==> config.mk <==
export PLATFORM = sky130hd
export DESIGN_NAME = hap_status_ctrl
export DESIGN_NICKNAME = d
export VERILOG_FILES = /design/src/core/hap_pkg.sv /design/src/core/hap_i2c_slave.sv /design/src/core/hap_status_ctrl.sv
export SDC_FILE = /design/constraint.sdc
export NUM_CORES = 1
export LEC_CHECK = 0
export ABC_AREA = 1
export BUFFER_PORTS_ARGS = -buffer_cell sky130_fd_sc_hd__buf_2
export CORE_ASPECT_RATIO = 0.5
export CORE_MARGIN = 5
export CORE_UTILIZATION = 50
export CTS_CLUSTER_SIZE = 8
export DETAILED_ROUTE_END_ITERATION = 6
export PLACE_DENSITY = 0.68
export SYNTH_ARGS = -nofsm -noshare
export SYNTH_HDL_FRONTEND = slang
export SYNTH_SLANG_ARGS = --single-unit
export TNS_END_PERCENT = 30
==> constraint.sdc <==
create_clock -name clk -period 4.05 [get_ports clk]
set_input_delay 0.2025 -clock clk [delete_from_list [all_inputs] [get_ports clk]]
set_output_delay 0.2025 -clock clk [all_outputs]
set_load 0.01 [all_outputs]
==> src/core/hap_pkg.sv <==
`default_nettype none
package hap_pkg;
   // ==========================================
   // Register offsets
   localparam logic [7:0] OFF_FSTAT = 8'h00;
   localparam logic [7:0] OFF_SSTAT = 8'h01;
   localparam logic [7:0] OFF_CSTAT = 8'h02;
   localparam logic [7:0] OFF_FINT = 8'h03;
   localparam logic [7:0] OFF_EINT = 8'h04;
   localparam logic [7:0] OFF_CINT = 8'h05;
   localparam logic [7:0] OFF_FMSK = 8'h06;
   localparam logic [7:0] OFF_EMSK = 8'h07;
   localparam logic [7:0] OFF_CMSK = 8'h08;
   localparam logic [7:0] OFF_CTRL = 8'h09;
   localparam logic [7:0] OFF_RTAMP = 8'h0a;
   localparam logic [7:0] OFF_UNLK = 8'h0d;
   localparam logic [7:0] OFF_DISTH = 8'h13;
   // ==========================================
   // Field positions and reset values
   localparam int CTL_TRIG = 7;
   localparam int CTL_RAMEN = 6;
   localparam int CTL_CLKEN = 5;
   localparam int CSTAT_BUSY = 1;
   localparam int EINT_TMO = 2;
   localparam logic [7:0] RST_REG = 8'h00;
   localparam logic [6:0] DEV_ADDR = 7'h50;
   localparam int PWM_WIN_BITS = 8;
   // ==========================================
   // Drive mode codes
   localparam logic [4:0] MODE_IDLE = 5'h00;
   localparam logic [4:0] MODE_PWM_LO = 5'h01;
   localparam logic [4:0] MODE_PWM_HI = 5'h05;
   localparam logic [4:0] MODE_RT = 5'h06;
   localparam logic [4:0] MODE_PAT_LO = 5'h07;
   localparam logic [4:0] MODE_PAT_HI = 5'h0b;
   localparam logic [4:0] MODE_PAT_REG = 5'h0c;
   localparam logic [4:0] MODE_RAM_LO = 5'h0d;
   localparam logic [4:0] MODE_RAM_HI = 5'h11;
   localparam logic [4:0] MODE_RAM_REG = 5'h12;
   // ==========================================
   // Types
   typedef enum logic [2:0] {
      DRV_IDLE = 3'b000,
      DRV_PWM = 3'b001,
      DRV_RT = 3'b010,
      DRV_PAT = 3'b011,
      DRV_RAM = 3'b100
   } hap_drv_t;
   typedef struct packed {
      logic [3:0] ocp;
      logic overtemp;
      logic clk_run;
      logic res_lock;
      logic conv_busy;
   } hap_sense_t;
   typedef struct packed {
      logic tune_done;
      logic timeout;
      logic uvlo;
      logic conv_end;
   } hap_evt_t;
   typedef struct packed {
      logic wr;
      logic [7:0] addr;
      logic [7:0] data;
   } hap_acc_t;
endpackage : hap_pkg
`default_nettype wire

==> src/core/hap_i2c_slave.sv <==
`default_nettype none
module hap_i2c_slave (
   input wire logic clk, // System clock
   input wire logic rstn, // Async reset, active low
   input wire logic scl_i, // Serial clock level
   input wire logic sda_i, // Serial data level
   input wire logic [7:0] rd_data, // Register value at ptr
   output logic sda_oe, // Pull data line low
   output logic [7:0] ptr, // Register pointer
   output hap_pkg::hap_acc_t acc // Write strobe, address, data
);
   typedef enum logic [2:0] {
      ST_IDLE = 3'b000,
      ST_DEV = 3'b001,
      ST_REG = 3'b010,
      ST_WR = 3'b011,
      ST_RD = 3'b100
   } hap_i2c_st_t;
   hap_i2c_st_t st_ff;
   logic scl_p_ff, sda_p_ff, oe_ff, nack_ff;
   logic [3:0] cnt_ff;
   logic [7:0] sh_ff, tx_ff, ptr_ff;
   hap_pkg::hap_acc_t acc_ff;
   wire scl_rise = scl_i & ~scl_p_ff;
   wire scl_fall = ~scl_i & scl_p_ff;
   wire start = scl_i & scl_p_ff & sda_p_ff & ~sda_i;
   wire stop = scl_i & scl_p_ff & ~sda_p_ff & sda_i;
   assign sda_oe = oe_ff;
   assign ptr = ptr_ff;
   assign acc = acc_ff;
   always_ff @(posedge clk or negedge rstn) begin
      if (!rstn) begin
         st_ff <= ST_IDLE;
         scl_p_ff <= 1'b1;
         sda_p_ff <= 1'b1;
         oe_ff <= 1'b0;
         nack_ff <= 1'b0;
         cnt_ff <= 4'h0;
         sh_ff <= 8'h00;
         tx_ff <= 8'h00;
         ptr_ff <= 8'h00;
         acc_ff <= '0;
      end else begin
         acc_ff.wr <= 1'b0;
         scl_p_ff <= scl_i;
         sda_p_ff <= sda_i;
         if (start) begin
            st_ff <= ST_DEV;
            // Start's own clock fall wraps the count to zero
            cnt_ff <= 4'hf;
            oe_ff <= 1'b0;
         end else if (stop) begin
            st_ff <= ST_IDLE;
            oe_ff <= 1'b0;
         end else if (st_ff != ST_IDLE && scl_rise) begin
            if (cnt_ff != 4'h8) sh_ff <= {sh_ff[6:0], sda_i};
            else if (st_ff == ST_RD) nack_ff <= sda_i;
         end else if (st_ff != ST_IDLE && scl_fall) begin
            if (cnt_ff == 4'h8) begin
               cnt_ff <= 4'h0;
               oe_ff <= 1'b0;
               if (st_ff == ST_RD && nack_ff) st_ff <= ST_IDLE;
               else if (st_ff == ST_RD) begin
                  tx_ff <= {rd_data[6:0], 1'b0};
                  oe_ff <= ~rd_data[7];
               end
            end else begin
               cnt_ff <= cnt_ff + 4'h1;
               if (cnt_ff == 4'h7) begin
                  unique case (st_ff)
                     ST_DEV: begin
                        oe_ff <= (sh_ff[7:1] == hap_pkg::DEV_ADDR);
                        nack_ff <= 1'b0;
                        if (sh_ff[7:1] != hap_pkg::DEV_ADDR) st_ff <= ST_IDLE;
                        else st_ff <= sh_ff[0] ? ST_RD : ST_REG;
                     end
                     ST_REG: begin
                        oe_ff <= 1'b1;
                        ptr_ff <= sh_ff;
                        st_ff <= ST_WR;
                     end
                     ST_WR: begin
                        oe_ff <= 1'b1;
                        acc_ff <= '{wr: 1'b1, addr: ptr_ff, data: sh_ff};
                        ptr_ff <= ptr_ff + 8'h01;
                     end
                     ST_RD: begin
                        oe_ff <= 1'b0;
                        ptr_ff <= ptr_ff + 8'h01;
                     end
                     default: st_ff <= ST_IDLE;
                  endcase
               end else if (st_ff == ST_RD) begin
                  oe_ff <= ~tx_ff[7];
                  tx_ff <= {tx_ff[6:0], 1'b0};
               end
            end
         end
      end
   end
endmodule // hap_i2c_slave
`default_nettype wire

==> src/core/hap_status_ctrl.sv <==
`default_nettype none
// Contract
// [RL1] Supply below disable threshold sets status bit 7 and locks driver.
// [RL2] Four switch overcurrents set status bits 6..3 and lock driver.
// [RL3] Overtemperature sets status bit 2 and locks driver.
// [RL4] Status bit 1 shows driver clock running.
// [RL5] Status bit 0 shows resonance tracking locked.
// [RL6] Summary fault bit is 1 while driver is locked by faults.
// [RL7] Converter status bit 1 shows converter busy.
// [RL8] Each first interrupt flag sets when its status bit changes.
// [RL9] Autotune completion sets event flag bit 3.
// [RL10] Vibration timeout sets event flag bit 2 and locks driver.
// [RL11] Supply undervoltage sets event flag bit 1 and locks driver.
// [RL12] Summary fault change sets event flag bit 0.
// [RL13] Converter busy change sets bit 1, conversion end sets bit 0.
// [RL14] Each flag is gated by same-position mask; 1 unmasks.
// [RL15] Writing trigger bit 1 in register-trigger modes starts vibration.
// [RL16] Control bit 6 enables the pattern RAM block.
// [RL17] Host enables driver clock before a mode, idles mode before clearing.
// [RL18] Modes 1..5 take amplitude from PWM duty on pins 0..4.
// [RL19] Mode 6 drives amplitude from the realtime amplitude register.
// [RL20] Pin-triggered pattern modes start on a pulse on their pin.
// [RL21] Host uses trigger bit instead of a pin in mode 01100.
// [RL22] RAM pattern modes start playback on a pulse on their pin.
// [RL23] Summary fault holds until host writes unlock; unlock self-clears.
// [RL24] Interrupt output is high while any unmasked flag is set.
// [RL25] Mode 0 and undefined modes leave the driver idle, outputs off.
module hap_status_ctrl (
   input wire logic clk, // System clock, 40 MHz
   input wire logic rstn, // Async reset, active low
   input wire logic i2c_scl_i, // Serial clock
   input wire logic i2c_sda_i, // Serial data in
   output logic i2c_sda_o, // Serial data out value
   output logic i2c_sda_oe, // Serial data drive enable
   input wire logic [7:0] supply_level, // Driver supply level code
   input wire hap_pkg::hap_sense_t sense, // Live status levels
   input wire hap_pkg::hap_evt_t evt, // One-cycle event pulses
   input wire logic [4:0] mpc_in, // Multipurpose pin levels
   output logic driver_enable, // Driver running
   output hap_pkg::hap_drv_t drive_kind, // Active drive interface
   output logic [7:0] amplitude, // Output amplitude
   output logic pattern_start, // Stored pattern start pulse
   output logic ram_start, // RAM pattern start pulse
   output logic ram_enable, // Pattern RAM enable
   output logic driver_clk_en, // Driver clock enable
   output logic irq // Interrupt request, active high
);
   // ==========================================
   // Helper functions
   function automatic hap_pkg::hap_drv_t mode_kind(input logic [4:0] m);
      if (m >= hap_pkg::MODE_PWM_LO && m <= hap_pkg::MODE_PWM_HI) return hap_pkg::DRV_PWM;
      if (m == hap_pkg::MODE_RT) return hap_pkg::DRV_RT;
      if (m >= hap_pkg::MODE_PAT_LO && m <= hap_pkg::MODE_PAT_REG) return hap_pkg::DRV_PAT;
      if (m >= hap_pkg::MODE_RAM_LO && m <= hap_pkg::MODE_RAM_REG) return hap_pkg::DRV_RAM;
      return hap_pkg::DRV_IDLE; // RL25
   endfunction
   function automatic logic pin_of(input logic [4:0] m, input logic [4:0] base, input logic [4:0] pins);
      logic [4:0] idx;
      idx = m - base;
      return (idx < 5'd5) ? pins[idx[2:0]] : 1'b0;
   endfunction
   // ==========================================
   // Register bus
   hap_pkg::hap_acc_t acc;
   logic [7:0] ptr, rd_data;
   logic sda_o_ff;
   hap_i2c_slave u_i2c (
      .clk(clk),
      .rstn(rstn),
      .scl_i(i2c_scl_i),
      .sda_i(i2c_sda_i),
      .rd_data(rd_data),
      .sda_oe(i2c_sda_oe),
      .ptr(ptr),
      .acc(acc)
   );
   assign i2c_sda_o = sda_o_ff;
   wire wr_fint = acc.wr && acc.addr == hap_pkg::OFF_FINT;
   wire wr_eint = acc.wr && acc.addr == hap_pkg::OFF_EINT;
   wire wr_cint = acc.wr && acc.addr == hap_pkg::OFF_CINT;
   wire wr_ctrl = acc.wr && acc.addr == hap_pkg::OFF_CTRL;
   wire wr_unlk = acc.wr && acc.addr == hap_pkg::OFF_UNLK;
   // ==========================================
   // State
   logic [7:0] fmsk_ff, ctrl_ff, rtamp_ff, disth_ff, stat0_prev_ff, fint_ff;
   logic [3:0] emsk_ff, eint_ff;
   logic [1:0] cmsk_ff, cint_ff;
   logic [5:0] flt_lat_ff;
   logic flt_ff, flt_prev_ff, busy_prev_ff, unlock_ff;
   localparam int PWM_W = hap_pkg::PWM_WIN_BITS;
   logic [4:0] mpc_prev_ff;
   logic [PWM_W-1:0] win_cnt_ff;
   logic [PWM_W:0] hi_cnt_ff;
   logic [7:0] pwm_amp_ff, amp_ff;
   logic drv_en_ff, pat_ff, ram_ff, irq_ff;
   hap_pkg::hap_drv_t kind_ff;
   // ==========================================
   // Fault and status decoding
   wire supply_low = supply_level < disth_ff;
   wire [5:0] cause = {supply_low, sense.ocp, sense.overtemp};
   wire lock_evt = (|cause) | evt.timeout | evt.uvlo;
   wire [7:0] stat0 = {flt_lat_ff, sense.clk_run, sense.res_lock};
   wire [7:0] stat2 = {6'h00, sense.conv_busy, 1'b0};
   wire [7:0] nxt_fint = (fint_ff & ~(wr_fint ? acc.data : 8'h00)) | (stat0 ^ stat0_prev_ff);
   wire [3:0] eint_clr = wr_eint ? acc.data[3:0] : 4'h0;
   wire [3:0] nxt_eint = (eint_ff & ~eint_clr) | {evt.tune_done, evt.timeout, evt.uvlo, flt_ff ^ flt_prev_ff};
   wire [1:0] cint_clr = wr_cint ? acc.data[1:0] : 2'h0;
   wire [1:0] nxt_cint = (cint_ff & ~cint_clr) | {sense.conv_busy ^ busy_prev_ff, evt.conv_end};
   wire [5:0] nxt_flt_lat = (flt_lat_ff & ~{6{unlock_ff}}) | cause;
   wire nxt_flt = (flt_ff & ~unlock_ff) | lock_evt;
   wire pend = |(fint_ff & fmsk_ff) | |(eint_ff & emsk_ff) | |(cint_ff & cmsk_ff);
   // ==========================================
   // Mode decoding
   wire [4:0] mode = ctrl_ff[4:0];
   hap_pkg::hap_drv_t kind;
   assign kind = mode_kind(mode);
   wire run_ok = ctrl_ff[hap_pkg::CTL_CLKEN] & ~flt_ff;
   wire [4:0] rise = mpc_in & ~mpc_prev_ff;
   wire reg_trig = wr_ctrl & acc.data[hap_pkg::CTL_TRIG];
   wire pat_go = (mode == hap_pkg::MODE_PAT_REG) ? reg_trig : pin_of(mode, hap_pkg::MODE_PAT_LO, rise);
   wire ram_go = (mode == hap_pkg::MODE_RAM_REG) ? reg_trig : pin_of(mode, hap_pkg::MODE_RAM_LO, rise);
   wire pwm_pin = pin_of(mode, hap_pkg::MODE_PWM_LO, mpc_in);
   wire [PWM_W:0] nxt_hi = hi_cnt_ff + {{PWM_W{1'b0}}, pwm_pin};
   wire win_end = &win_cnt_ff;
   wire [7:0] nxt_pwm_amp = nxt_hi[PWM_W] ? 8'hff : nxt_hi[7:0];
   wire [7:0] nxt_amp = !run_ok ? 8'h00 :
                        (kind == hap_pkg::DRV_PWM) ? pwm_amp_ff :
                        (kind == hap_pkg::DRV_RT) ? rtamp_ff : 8'h00;
   // ==========================================
   // Read mux
   assign rd_data = (ptr == hap_pkg::OFF_FSTAT) ? stat0 :
                    (ptr == hap_pkg::OFF_SSTAT) ? {7'h00, flt_ff} :
                    (ptr == hap_pkg::OFF_CSTAT) ? stat2 :
                    (ptr == hap_pkg::OFF_FINT) ? fint_ff :
                    (ptr == hap_pkg::OFF_EINT) ? {4'h0, eint_ff} :
                    (ptr == hap_pkg::OFF_CINT) ? {6'h00, cint_ff} :
                    (ptr == hap_pkg::OFF_FMSK) ? fmsk_ff :
                    (ptr == hap_pkg::OFF_EMSK) ? {4'h0, emsk_ff} :
                    (ptr == hap_pkg::OFF_CMSK) ? {6'h00, cmsk_ff} :
                    (ptr == hap_pkg::OFF_CTRL) ? ctrl_ff :
                    (ptr == hap_pkg::OFF_RTAMP) ? rtamp_ff :
                    (ptr == hap_pkg::OFF_UNLK) ? {7'h00, unlock_ff} :
                    (ptr == hap_pkg::OFF_DISTH) ? disth_ff : 8'h00;
   // ==========================================
   // Host registers
   always_ff @(posedge clk or negedge rstn) begin
      if (!rstn) begin
         fmsk_ff <= hap_pkg::RST_REG;
         emsk_ff <= 4'h0;
         cmsk_ff <= 2'h0;
         ctrl_ff <= hap_pkg::RST_REG;
         rtamp_ff <= hap_pkg::RST_REG;
         disth_ff <= hap_pkg::RST_REG;
      end else if (acc.wr) begin
         if (acc.addr == hap_pkg::OFF_FMSK) fmsk_ff <= acc.data;
         if (acc.addr == hap_pkg::OFF_EMSK) emsk_ff <= acc.data[3:0];
         if (acc.addr == hap_pkg::OFF_CMSK) cmsk_ff <= acc.data[1:0];
         if (wr_ctrl) ctrl_ff <= acc.data; // RL17
         if (acc.addr == hap_pkg::OFF_RTAMP) rtamp_ff <= acc.data;
         if (acc.addr == hap_pkg::OFF_DISTH) disth_ff <= acc.data;
      end
   end
   // ==========================================
   // Fault lock and unlock
   always_ff @(posedge clk or negedge rstn) begin
      if (!rstn) begin
         flt_lat_ff <= 6'h00;
         flt_ff <= 1'b0;
         flt_prev_ff <= 1'b0;
         unlock_ff <= 1'b0;
      end else begin
         flt_lat_ff <= nxt_flt_lat; // RL1 RL2 RL3
         flt_ff <= nxt_flt; // RL6 RL10 RL11
         flt_prev_ff <= flt_ff;
         unlock_ff <= wr_unlk & acc.data[0] & ~unlock_ff; // RL23
      end
   end
   // ==========================================
   // Interrupt flags
   always_ff @(posedge clk or negedge rstn) begin
      if (!rstn) begin
         stat0_prev_ff <= 8'h00;
         busy_prev_ff <= 1'b0;
         fint_ff <= 8'h00;
         eint_ff <= 4'h0;
         cint_ff <= 2'h0;
         irq_ff <= 1'b0;
      end else begin
         stat0_prev_ff <= stat0; // RL4 RL5
         busy_prev_ff <= sense.conv_busy; // RL7
         fint_ff <= nxt_fint; // RL8
         eint_ff <= nxt_eint; // RL9 RL12
         cint_ff <= nxt_cint; // RL13
         irq_ff <= pend; // RL14 RL24
      end
   end
   // ==========================================
   // Drive control
   always_ff @(posedge clk or negedge rstn) begin
      if (!rstn) begin
         mpc_prev_ff <= 5'h00;
         win_cnt_ff <= '0;
         hi_cnt_ff <= '0;
         pwm_amp_ff <= 8'h00;
         amp_ff <= 8'h00;
         drv_en_ff <= 1'b0;
         pat_ff <= 1'b0;
         ram_ff <= 1'b0;
         sda_o_ff <= 1'b0;
         kind_ff <= hap_pkg::DRV_IDLE;
      end else begin
         mpc_prev_ff <= mpc_in;
         win_cnt_ff <= win_cnt_ff + {{(PWM_W-1){1'b0}}, 1'b1};
         hi_cnt_ff <= win_end ? '0 : nxt_hi;
         if (win_end) pwm_amp_ff <= nxt_pwm_amp; // RL18
         amp_ff <= nxt_amp; // RL19 RL25
         kind_ff <= kind;
         drv_en_ff <= run_ok && kind != hap_pkg::DRV_IDLE; // RL25
         pat_ff <= run_ok && kind == hap_pkg::DRV_PAT && pat_go; // RL15 RL20 RL21
         ram_ff <= run_ok && kind == hap_pkg::DRV_RAM && ram_go && ctrl_ff[hap_pkg::CTL_RAMEN]; // RL15 RL22
         sda_o_ff <= 1'b0;
      end
   end
   assign driver_enable = drv_en_ff;
   assign drive_kind = kind_ff;
   assign amplitude = amp_ff;
   assign pattern_start = pat_ff;
   assign ram_start = ram_ff;
   assign ram_enable = ctrl_ff[hap_pkg::CTL_RAMEN]; // RL16
   assign driver_clk_en = ctrl_ff[hap_pkg::CTL_CLKEN];
   assign irq = irq_ff;
endmodule // hap_status_ctrl
`default_nettype wire

==> results by group, run 1 <==
Placed design
  • Final estimated routing congestion in global placement: 0.900
  • Half-perimeter wire length after placement: 14,300 um
  • Count of input and output buffers: 46

Floorplan
  • Overall die area: about 19,000 um2
  • Chip width: 192 um
  • Die outline height: 101 um
  • Floorplan row count: 33
  • Standard cell core area: between 15,000 and 20,000 um2
  • Number of top-level pins: 48
  • Initial cell density of the core: a little over 50%

Logic synthesis
  • Top cell type's share of synthesized area: 49.7%
  • Syn_nets: between 1,000 and 1,500
  • Distinct cell type count after synthesis: 48
  • Number of synthesized register bits: 166
  • Post-synthesis share of cell area spent on full adders, half adders and majority gates: 3.18%
  • Biggest area contributors in the synthesized netlist: dfrtp_1, nand2_1, o21ai_0
  • Share of synthesized area spent on multiplexers: 0.136%
  • Combinational family with the most area after synthesis: simple AND/OR/NAND/NOR gates
  • YS warnings: 0
  • Fraction of the mapped netlist area in simple logic gates: 22.5%
  • Synthesized cell area: 8260 um2
  • Syn Inst Count: 990
  • Most area-hungry cell type in the Yosys netlist: dfrtp_1
  • Mapped Avg Cell Area: between 8 and 9 um2
  • Register area share after synthesis: 50.3%
  • Xor and xnor fraction of the mapped netlist area: 2.97%
  • Fraction of the mapped netlist area in compound gates: ~14%

Critical path
  • Crit-path cells: inv_1, ha_1, inv_1, nand3_1, o21ai_0, nor4_1, ha_1, ha_1, nand3_1, nand3b_1, nand3b_1, xor2_1, a31oi_1
  • Crit path arrival time: 3750 ps
  • CP max FO: 9
  • Most frequent cell on the critical path: ha_1
  • Critical path required time: 4320 ps
  • Worst setup EP type: flop
  • Critical Path Start Type: flop
  • Classification of the worst setup path: flop to flop
  • Crit path max-delay cell type: dfrtp_1
  • CP peak stage delay: 500 ps

Drt
  • Routed Wire Length: between 20,000 and 25,000 um
  • Routed vias: ~6,800
  • Residual antenna-violating net count after detailed routing: 0
  • WL per Instance: 15.8 um
  • Count of TritonRoute iterations in the first routing pass: 5
  • Post-route DRC violation count: 0
  • Routed via count divided by cell count: 5.24
  • First DRT Iteration DRCs: between 500 and 600

Cells and area
  • Leading cell type in the layout, fill and taps excluded: nand2_1
  • Nets: roughly 1,100
  • Share of final-layout standard cells stronger than drive strength 1: between 10% and 20%
  • Final standard cell utilization of the core: 58.6%
  • Most frequent cells in the layout: nand2_1, dfrtp_1, o21ai_0, inv_1, nor2_1
  • Area growth from synthesis to final layout: 15.7%
  • Antenna Diode Count: 0

Timing
  • Final clock period utilization by the worst path: a little under nine tenths
  • Number of pins exceeding their max-slew limit in the final report: 0
  • Clock skew after layout: 12.3 ps
  • Unrepaired setup endpoints after global routing: false
  • Slew margin rel.: 43.5%
  • Accumulated negative setup slack: 0 ps
  • Slew at the pin closest to its max-slew limit: 848 ps
  • Setup violators final: 0
  • Achievable clock frequency: ~290 MHz
  • Final Hold Violating Endpoints: 0
  • Time the worst path needs with I/O delays and setup: 3480 ps
  • Post-Route Hold Slack: ~390 ps

Job
  • Count of max-cap constraint violations: 0

Global route
  • Vias in the first global route: 6,579
  • Overflow after GRT: 0
  • Global-route wire length before repair: between 30,000 and 40,000 um
  • Pin count of the biggest net entering global routing: 92
  • Number of antenna violations at the first check in global routing: 0
  • Overall fraction of global-route tracks in use: between 20 and 25%

Clock network
  • Clock tree from TritonCTS: yes
  • Setup fix buffers added after clock tree synthesis: 0
  • Clock-pin slew on the worst setup and hold paths: 70 ps
  • Number of levels in the clock H-tree: 4
  • Root buffer cell: clkbuf_16
  • Clock network latency to the later pin of the worst-skew pair: approximately 430 ps
  • Longest Clk Path Bufs: 2
  • Clk sink count: 166
  • Inserted Clock Buffers: 17

Outcome
  • Run status: completed

Pwr
  • Worst vdd ir: 0.247 mV
  • Leakage: approximately 4.4 nW
  • Power per unit of standard cell area: 507 nW/um2

Worst hold path
  • Min-delay worst type: primary input to flop
==> sequential cells by signal (all words and copies together) (netlist names), 7 cells and up <==
signal and count:
u_i2c.sh_ff 8, win_cnt_ff 8, u_i2c.ptr 8, fint_ff 8, stat0_prev_ff 8, rtamp_ff 8
ctrl_ff 8, u_i2c.tx_ff 7, disth_ff 8, hi_cnt_ff 9, pwm_amp_ff 8, u_i2c.acc 17
amplitude 8, fmsk_ff 8
==> repair_timing <==
| action | 4_1_cts | 5_1_grt |
|---|---|---|
| hold endpoints to repair | 110 | 0 |
| endpoints found under the setup margin | 0 | 0 |
| hold buffers | 20 | 0 |
| gates resized for setup | 0 | 0 |
==> through the flow <==
stage                     setup WS (ps)  power, mW  area, um2  cells
after floorplan                    1100       2.72       8260    990
final                               570       4.85       9560   1297
after global placement              725       3.04       8730   1246
after CTS                           571       4.87       9560   1297
after global routing                283       5.12       9560   1297
after detailed placement            607       3.07       8730   1246
==> synth_stat cells, drive strengths merged <==
master     n
clkinv     1
a21oi     55
nand2    242
inv      114
clkbuf    13
a22oi      1
xnor2     12
a41oi      1
a211oi     5
ha        21
buf        8
o31ai      3
nand4     10
nand3     36
dfrtp    164
o221ai     3
a2111oi    1
o22ai      2
nor3      26
a21o       6
a31oi     11
xor2      16
a22o       2
nor4       5
conb       1
nor2      98
o21bai     1
a221oi     2
dfstp      2
o21ai    116
or2        1
nand3b     4
mux2       1
o211ai     6
==> kinds of logic (layout without fill, tap and decap cells) <==
group                    Yosys count  in the layout
multiplexers                       1              1
other                              1              1
buffers and inverters            136            216
AO/OA/AOI/OAI                    215            215
flip-flops                       166            166
AND/OR/NAND/NOR                  422            422
adder cells (fa/ha/maj)           21             21
XOR/XNOR                          28             28
==> critical path: cells and delay by family (launching register included) <==
family,cells,cell delay [ps]
compound gates,2,250
xor+xnor,1,490
fa+ha+maj,3,840
buf+inv,2,240
flops,1,500
simple gates,5,1010
==> layer usage <==
layer,share of wire (%),vias to the layer above,wire length (um),GRT usage (%)
met5,0,-,0,0
met4,1.6,0,332,6.45
met3,5.4,26,1110,4.15
met2,44,183,9050,34.9
met1,49,3198,9930,32.4
li1,-,3387,-,-
==> area by class of cell <==
type                            count  area, um2
Multi-Input combinational cell    688       3580
Inverter                          115        432
Clock inverter                     11        199
Sequential cell                   166       4160
Fill cell                        1449       6750
Clock buffer                       20        437
Tap cell                          227        284
Timing Repair Buffer               70        479
==> report_power, final <==
part	leakage [nW]	internal, mW	switching [mW]
registers	1.99	1.89	0.215
logic	2.15	0.292	0.681
clock network	0.297	1.10	0.681
total	4.44	3.28	1.58
==> path summary, 6_finish.rpt <==
path | startpoint | slack (ps) | to | cells after the start
worst min-delay path | supply_level[7] | 390 | flt_lat_ff[5]$_DFF_PN0_ | 5
worst min register to register | win_cnt_ff[0]$_DFF_PN0_ | 450 | win_cnt_ff[0]$_DFF_PN0_ | 1
max in group asynchronous | rstn | 2630 | u_i2c.scl_p_ff$_DFF_PN1_ | 3
worst max register to register | ctrl_ff[1]$_DFFE_PN0P_ | 570 | pwm_amp_ff[6]$_DFFE_PN0P_ | 13
min in group asynchronous | rstn | 410 | mpc_prev_ff[2]$_DFF_PN0_ | 2
worst max-delay path | ctrl_ff[1]$_DFFE_PN0P_ | 570 | pwm_amp_ff[6]$_DFFE_PN0P_ | 13
Note: power is estimated with default switching activity, not from simulation.
==> inputs of run 2 (changes only) <==
--- a/config.mk
+++ b/config.mk
@@ -5,7 +5,6 @@
 export SDC_FILE = /design/constraint.sdc
 export NUM_CORES = 1
 export LEC_CHECK = 0
-export ABC_AREA = 1
 export BUFFER_PORTS_ARGS = -buffer_cell sky130_fd_sc_hd__buf_2
 export CORE_ASPECT_RATIO = 0.5
 export CORE_MARGIN = 5
==> run 2 against run 1 <==
- hold slack worse by 160 ps
- die area rose by 2.8%
- clock power fell by 7%
- clock skew shrank 1.2 ps
- routed wire length is 7.4% higher
- highest routed layer unchanged
- largest cell class unchanged
==> results by group, run 2 <==
Cells and area
  • Most frequent cells in the layout: dfrtp_1, nand2_1, o21ai_0, nor2_1, buf_2 (was nand2_1, dfrtp_1, o21ai_0, inv_1, nor2_1)
  • Final design instance area without fill: 9720 um2 (was 9560 um2)
  • Antenna Diode Count: 0 (unchanged)
  • Max FFs per register: 17 (unchanged)
  • Final standard cell utilization of the core: 58.7% (was 58.6%)
  • Leading cell type in the layout, fill and taps excluded: dfrtp_1 (was nand2_1)
  • Share of final-layout standard cells stronger than drive strength 1: 16.8% (was 10.8%)
  • Nets: 936 (was 1,108)
  • Area growth from synthesis to final layout: 14.2% (was 15.7%)

Logic synthesis
  • Most repeated cell in the gate-level netlist after synthesis: dfrtp_1 (was nand2_1)
  • Distinct cell type count after synthesis: 80 (was 48)
  • Biggest area contributors in the synthesized netlist: dfrtp_1, mux2_2, o21ai_0 (was dfrtp_1, nand2_1, o21ai_0)
  • Dominant register cell in the synthesized netlist: dfrtp_1 (unchanged)
  • Fraction of registers with async set or reset after synthesis: 100% (unchanged)
  • Register area share after synthesis: 48.8% (was 50.3%)
  • Leading cell types by count after synthesis: dfrtp_1, nand2_1, o21ai_0, nor2_1, inv_1 (was nand2_1, dfrtp_1, o21ai_0, inv_1, nor2_1)
  • Number of synthesized register bits: 166 (unchanged)
  • YS warnings: 0 (unchanged)
  • Synthesized cell area: 8510 um2 (was 8260 um2)
  • Mapped Avg Cell Area: 10.2 um2 (was 8.35 um2)
  • Top cell type's share of synthesized area: 48.2% (was 49.7%)
  • Syn_nets: 882 (was 1,040)
  • Most area-hungry cell type in the Yosys netlist: dfrtp_1 (unchanged)
  • Syn Inst Count: 832 (was 990)
  • Number of synthesized flops with an enable pin: 0 (unchanged)

Drt
  • Routed Wire Length: 21,900 um (was 20,400 um)
  • Routed vias: 6,619 (was 6,794)
  • Count of TritonRoute iterations in the first routing pass: 6 (was 5)
  • Post-route DRC violation count: 0 (unchanged)
  • Routed via count divided by cell count: 5.88 (was 5.24)
  • Met1 wire length: 10,200 um (was 9930 um)
  • Met3 wire length: 1720 um (was 1110 um)
  • Top layer reached by signal wires: met4 (unchanged)
  • Met2 wirelength from detailed routing: 9720 um (was 9050 um)
  • WL per Instance: 19.5 um (was 15.8 um)
  • First DRT Iteration DRCs: 575 (was 595)
  • Residual antenna-violating net count after detailed routing: 0 (unchanged)

Clock network
  • Longest Clk Path Bufs: 2 (unchanged)
  • Clock-pin slew on the worst setup and hold paths: 70 ps (about the same)
  • Clock network latency to the later pin of the worst-skew pair: 440 ps (was 430 ps)
  • Number of levels in the clock H-tree: 4 (unchanged)
  • Clk sink count: 166 (unchanged)
  • Inserted Clock Buffers: 17 (unchanged)
  • Setup fix buffers added after clock tree synthesis: 0 (unchanged)
  • Root buffer cell: clkbuf_16 (unchanged)
  • Clock tree from TritonCTS: yes (unchanged)

Timing
  • Worst path setup slack after routing: 561 ps (was 570 ps)
  • Final clock period utilization by the worst path: 86.2% (was 85.9%)
  • Final Hold Violating Endpoints: 0 (unchanged)
  • Slew margin rel.: 29.1% (was 43.5%)
  • Achievable clock frequency: 287 MHz (about the same)
  • Post-Route Hold Slack: 233 ps (was 390 ps)
  • Clock skew after layout: 11.2 ps (was 12.3 ps)
  • Number of pins exceeding their max-slew limit in the final report: 0 (unchanged)
  • Unrepaired setup endpoints after global routing: false (unchanged)
  • Accumulated negative setup slack: 0 ps (unchanged)
  • Time the worst path needs with I/O delays and setup: 3490 ps (was 3480 ps)
  • Slew at the pin closest to its max-slew limit: 1060 ps (was 848 ps)
  • Setup violators final: 0 (unchanged)

Critical path
  • Critical path required time: 4350 ps (was 4320 ps)
  • Critical Path Start Type: flop (unchanged)
  • Most frequent cell on the critical path: ha_1 (unchanged)
  • Worst setup EP type: flop (unchanged)
  • Cell class contributing the biggest share of worst-path delay: adder cells (was simple AND/OR/NAND/NOR gates)
  • Crit-path cells: inv_1, ha_1, xnor2_1, a22o_1, nand2_1, a221oi_1, ha_1, ha_1, and2_1, and4_1, xnor2_1, and2_1, a21oi_1 (was inv_1, ha_1, inv_1, nand3_1, o21ai_0, nor4_1, ha_1, ha_1, nand3_1, nand3b_1, nand3b_1, xor2_1, a31oi_1)
  • Crit path arrival time: 3790 ps (was 3750 ps)
  • CP max FO: 11 (was 9)
  • Count of cells along the worst register-to-register path: 13 (unchanged)
  • Number of gates on the worst path with buffers counted: 13 (unchanged)
  • Classification of the worst setup path: flop to flop (unchanged)
  • Crit path max-delay cell type: dfrtp_1 (unchanged)
  • CP peak stage delay: 550 ps (was 500 ps)
  • Buffers plus inverters on the worst setup path: 1 (was 2)

Placed design
  • Count of input and output buffers: 46 (unchanged)
  • Half-perimeter wire length after placement: 15,600 um (was 14,300 um)
  • Minimum setup slack after placement: 568 ps (was 607 ps)
  • Post-place instance area: 8920 um2 (was 8730 um2)
  • Final estimated routing congestion in global placement: 0.953 (was 0.900)

Floorplan
  • Initial cell density of the core: 51.4% (was 50.7%)
  • Chip width: 195 um (was 192 um)
  • Number of top-level pins: 48 (unchanged)
  • Die outline height: 102 um (was 101 um)
  • Overall die area: 19,900 um2 (was 19,400 um2)
  • Standard cell core area: 16,600 um2 (was 16,300 um2)
  • Floorplan row count: 33 (unchanged)

Worst hold path
  • Min-delay worst type: primary input to flop (unchanged)
  • Cell depth of the worst min-delay path: 5 (unchanged)

Pwr
  • Register share of total power: 47.6% (was 43.3%)
  • Cell internal pwr: 2.86 mW (was 3.28 mW)
  • Power per unit of standard cell area: 394 nW/um2 (was 507 nW/um2)
  • Clock network power share: 43.5% (was 36.6%)
  • Leakage: 4.24 nW (was 4.44 nW)
  • Gate power share: 8.9% (was 20.1%)
  • Switching power as a share of total power: 25.2% (was 32.5%)
  • Worst vdd ir: 0.330 mV (was 0.247 mV)
  • Switching pwr: 0.966 mW (was 1.58 mW)

Global route
  • Overall fraction of global-route tracks in use: 22.8% (was 22.5%)
  • Overflow after GRT: 0 (unchanged)
  • Global-route wire length before repair: 35,500 um (was 33,900 um)
  • Number of antenna violations at the first check in global routing: 1 (was 0)
  • Pin count of the biggest net entering global routing: 83 (was 92)
  • Vias in the first global route: 6,450 (was 6,579)

Job
  • Count of max-cap constraint violations: 0 (unchanged)

Outcome
  • Run status: completed (unchanged)
## run 2: final cells by class
cell class	count	area [um2]
fillers	1395	6840
clock inverters	11	150
repair buffers	74	497
inverters	43	161
clock buffers	20	447
flip-flops and latches	166	4160
multi-input cells	584	4030
well taps	227	284
## run 2: path summary, 6_finish.rpt
check                                                  end  slack, ps               startpoint
max in group asynchronous          drive_kind[0]$_DFF_PN0_       2620                     rstn
worst max register to register   pwm_amp_ff[2]$_DFFE_PN0P_        560   ctrl_ff[1]$_DFFE_PN0P_
worst min-delay path                      flt_ff$_DFF_PN0_        230          supply_level[4]
min in group asynchronous        u_i2c.acc[14]$_DFFE_PN0P_        390                     rstn
worst min register to register  stat0_prev_ff[2]$_DFF_PN0_        450  flt_lat_ff[0]$_DFF_PN0_
worst max-delay path             pwm_amp_ff[2]$_DFFE_PN0P_        560   ctrl_ff[1]$_DFFE_PN0P_
## run 2: tightest hold or removal path, stage by stage
cell     delay (ps)
buf_2            80
ha_1            130
nand2_1          50
nand3_1          90
o21ai_0          80
## run 2: per-layer routing
metal	global-route usage (%)	vias to the layer above
li1	-	3126
met1	32.0	3223
met2	34.9	244
met3	6.55	26
met4	6.43	0
met5	0	-
## run 2: power groups by stage
stage          Combinational (mW)  Sequential [mW]  Clock [mW]
4_1_cts                     0.341             1.82        1.69
5_1_grt                     0.384             1.83        1.77
2_1_floorplan               0.228             1.81           0
6_report                    0.340             1.82        1.66
3_3_place_gp                0.314             1.85           0
3_5_place_dp                0.324             1.85           0
## run 2: what timing repair did
action	4_1_cts	5_1_grt
endpoints found under the hold margin	97	0
gates resized for setup	0	0
hold buffers	20	0
## run 2: cell families (layout without fill, tap and decap cells)
logic type | count (synthesis) | after routing | synth area share (%)
muxes | 54 | 54 | 7.36
AOI/OAI and AO/OA | 217 | 217 | 17.5
other | 1 | 1 | 0.0441
adders and majority gates | 21 | 21 | 3.09
and+or+nand+nor | 262 | 262 | 16.3
buffers and inverters | 82 | 148 | 3.95
DFF | 166 | 166 | 48.8
xor gates and xnor gates | 29 | 29 | 2.98
## run 2: through the flow
step / std cells / power, mW
6_report: 1125 / 3.83
3_5_place_dp: 1074 / 2.18
2_1_floorplan: 832 / 2.04
4_1_cts: 1125 / 3.85
3_3_place_gp: 1074 / 2.16
5_1_grt: 1125 / 3.98
==> inputs of run 3 (changes only) <==
--- a/config.mk
+++ b/config.mk
@@ -6,7 +6,7 @@
 export NUM_CORES = 1
 export LEC_CHECK = 0
 export BUFFER_PORTS_ARGS = -buffer_cell sky130_fd_sc_hd__buf_2
-export CORE_ASPECT_RATIO = 0.5
+export CORE_ASPECT_RATIO = 1.25
 export CORE_MARGIN = 5
 export CORE_UTILIZATION = 50
 export CTS_CLUSTER_SIZE = 8
==> run 3 against run 2 <==
- routed wire length is 1.3% lower
- hold slack worse by 180 ps
- utilization is 1.0 points lower
==> results by group, run 3 (same netlist as run 2, synthesis figures left out) <==
Timing
  • Final clock period utilization by the worst path: 79.9% (was 86.2%)
  • Accumulated negative setup slack: 0 ps (unchanged)
  • Clock skew after layout: 13.0 ps (was 11.2 ps)
  • Unrepaired setup endpoints after global routing: false (unchanged)
  • Setup violators final: 0 (unchanged)
  • Slew at the pin closest to its max-slew limit: 1010 ps (was 1060 ps)
  • Time the worst path needs with I/O delays and setup: 3240 ps (was 3490 ps)
  • Achievable clock frequency: 309 MHz (was 287 MHz)
  • Number of pins exceeding their max-slew limit in the final report: 0 (unchanged)
  • Final Hold Violating Endpoints: 0 (unchanged)
  • Worst path setup slack after routing: 814 ps (was 561 ps)
  • Slew margin rel.: 32.6% (was 29.1%)

Critical path
  • Worst setup EP type: flop (unchanged)
  • Critical Path Start Type: flop (unchanged)
  • Critical path required time: 4340 ps (was 4350 ps)
  • Classification of the worst setup path: flop to flop (unchanged)
  • Count of cells along the worst register-to-register path: 13 (unchanged)
  • Crit path arrival time: 3530 ps (was 3790 ps)
  • CP max FO: 6 (was 11)

Global route
  • Overall fraction of global-route tracks in use: 22.8% (about the same)
  • Overflow after GRT: 0 (unchanged)
  • Fraction of met1 tracks used by global routing: 28.5% (was 32.0%)
  • Number of antenna violations at the first check in global routing: 0 (was 1)
  • Vias in the first global route: 6,615 (was 6,450)
  • Met3 global-route usage: 4.21% (was 6.55%)
  • Met2 Usage GRT: 38.5% (was 34.9%)
  • Pin count of the biggest net entering global routing: 87 (was 83)
  • Global-route wire length before repair: 35,500 um (about the same)
  • Layer with the highest usage: met2 (unchanged)

Clock network
  • Clock tree from TritonCTS: yes (unchanged)
  • Root buffer cell: clkbuf_16 (unchanged)
  • Inserted Clock Buffers: 17 (unchanged)
  • # resized after CTS: 0 (unchanged)
  • Number of levels in the clock H-tree: 4 (unchanged)
  • Clk sink count: 166 (unchanged)
  • Longest Clk Path Bufs: 2 (unchanged)
  • Clock network latency to the later pin of the worst-skew pair: 420 ps (was 440 ps)
  • Clock-pin slew on the worst setup and hold paths: 60 ps (was 70 ps)
  • Setup fix buffers added after clock tree synthesis: 0 (unchanged)

Drt
  • Residual antenna-violating net count after detailed routing: 0 (unchanged)
  • Routed vias: 6,557 (was 6,619)
  • WL per Instance: 19.4 um (was 19.5 um)
  • Routed Wire Length: 21,700 um (was 21,900 um)
  • Routed via count divided by cell count: 5.87 (was 5.88)
  • Count of TritonRoute iterations in the first routing pass: 5 (was 6)
  • First DRT Iteration DRCs: 480 (was 575)
  • Post-route DRC violation count: 0 (unchanged)

Pwr
  • Switching pwr: 0.943 mW (was 0.966 mW)
  • Clock network power share: 41.6% (was 43.5%)
  • Register share of total power: 49.2% (was 47.6%)
  • Switching power as a share of total power: 25.5% (was 25.2%)
  • Cell internal pwr: 2.76 mW (was 2.86 mW)
  • Worst vdd ir: 0.276 mV (was 0.330 mV)
  • Power per unit of standard cell area: 382 nW/um2 (was 394 nW/um2)
  • Leakage: 4.23 nW (was 4.24 nW)
  • Gate power share: 9.3% (was 8.9%)

Floorplan
  • Standard cell core area: 16,800 um2 (was 16,600 um2)
  • Overall die area: 19,700 um2 (was 19,900 um2)
  • Initial cell density of the core: 50.7% (was 51.4%)
  • Chip width: 127 um (was 195 um)
  • Die outline height: 156 um (was 102 um)
  • Floorplan row count: 53 (was 33)
  • Number of top-level pins: 48 (unchanged)

Worst hold path
  • Min-delay worst type: primary input to flop (unchanged)
  • Cell depth of the worst min-delay path: 2 (was 5)

Job
  • Count of max-cap constraint violations: 0 (unchanged)

Placed design
  • Final estimated routing congestion in global placement: 0.970 (was 0.953)
  • Minimum setup slack after placement: 870 ps (was 568 ps)
  • Post-place instance area: 8930 um2 (was 8920 um2)
  • Count of input and output buffers: 46 (unchanged)
  • Half-perimeter wire length after placement: 15,600 um (about the same)

Cells and area
  • Most frequent cells in the layout: dfrtp_1, nand2_1, o21ai_0, nor2_1, buf_2 (unchanged)
  • Antenna Diode Count: 0 (unchanged)
  • Leading cell type in the layout, fill and taps excluded: dfrtp_1 (unchanged)
  • Nets: 935 (was 936)
  • Final standard cell utilization of the core: 57.7% (was 58.7%)
  • Max FFs per register: 17 (unchanged)
  • Area growth from synthesis to final layout: 13.7% (was 14.2%)
  • Final design instance area without fill: 9680 um2 (was 9720 um2)
  • Share of final-layout standard cells stronger than drive strength 1: 16.8% (about the same)

Outcome
  • Run status: completed (unchanged)
==> run 3: cell types whose count changed in the layout (fill, tap and decap cells not counted), sizes merged <==
cell | previous run | this run
clkinv | 1 | 4
bufinv | 3 | 1
clkinvlp | 5 | 3
clkbuf | 20 | 21
dlygate4sd3 | 20 | 19
==> run 3: repair_timing <==
action	in CTS	in global routing
hold endpoints to repair	103	0
endpoints found under the setup margin	0	0
hold buffers	19	0
==> run 3: cell type report <==
type	instances	area (um2)
clock buffer	21	460
multi-input combinational	584	4030
tap	220	275
timing repair buffer	73	499
clock inverter	10	97.6
inverter	43	161
sequential	166	4160
fill	1471	7100
==> run 3: worst max-delay path: stages (launching register included) <==
cell and delay (ps):
dfrtp_1 370, inv_1 150, ha_1 310, xnor2_1 230
a22o_1 180, nand2_1 50, a221oi_1 290, ha_1 320
ha_1 270, and2_1 150, and4_1 200, xnor2_1 160
and2_1 310, a21oi_1 130
==> run 3: worst paths after layout <==
kind,startpoint,end,slack [ps]
worst min-delay path,evt[2],eint_ff[2]$_DFF_PN0_,60
worst max-delay path,ctrl_ff[0]$_DFFE_PN0P_,pwm_amp_ff[2]$_DFFE_PN0P_,810
min in group asynchronous,rstn,win_cnt_ff[3]$_DFF_PN0_,390
max in group asynchronous,rstn,u_i2c.scl_p_ff$_DFF_PN1_,2740
worst max register to register,ctrl_ff[0]$_DFFE_PN0P_,pwm_amp_ff[2]$_DFFE_PN0P_,810
worst min register to register,flt_lat_ff[0]$_DFF_PN0_,stat0_prev_ff[2]$_DFF_PN0_,460
==> run 3: metal layers <==
metal  wire length (um)  vias to the layer above
met5                  0                        -
met4                935                        0
met3                883                       59
met2              10800                      182
met1               9000                     3193
li1                   -                     3123
==> run 3: power groups by stage <==
stage,clock (mW),sequential [mW],combinational (mW)
2_1_floorplan,0,1.81,0.228
3_3_place_gp,0,1.85,0.322
3_5_place_dp,0,1.85,0.329
4_1_cts,1.58,1.82,0.344
5_1_grt,1.66,1.83,0.389
6_report,1.54,1.82,0.343
==> run 3: stage by stage <==
| stage | hold WS [ps] | instances | total power [mW] |
|---|---|---|---|
| 2_1_floorplan | -93.1 | 832 | 2.04 |
| 3_3_place_gp | 310 | 1067 | 2.17 |
| 3_5_place_dp | 312 | 1067 | 2.18 |
| 4_1_cts | 29.2 | 1117 | 3.74 |
| 5_1_grt | 21.2 | 1117 | 3.88 |
| 6_report | 56.7 | 1117 | 3.70 |
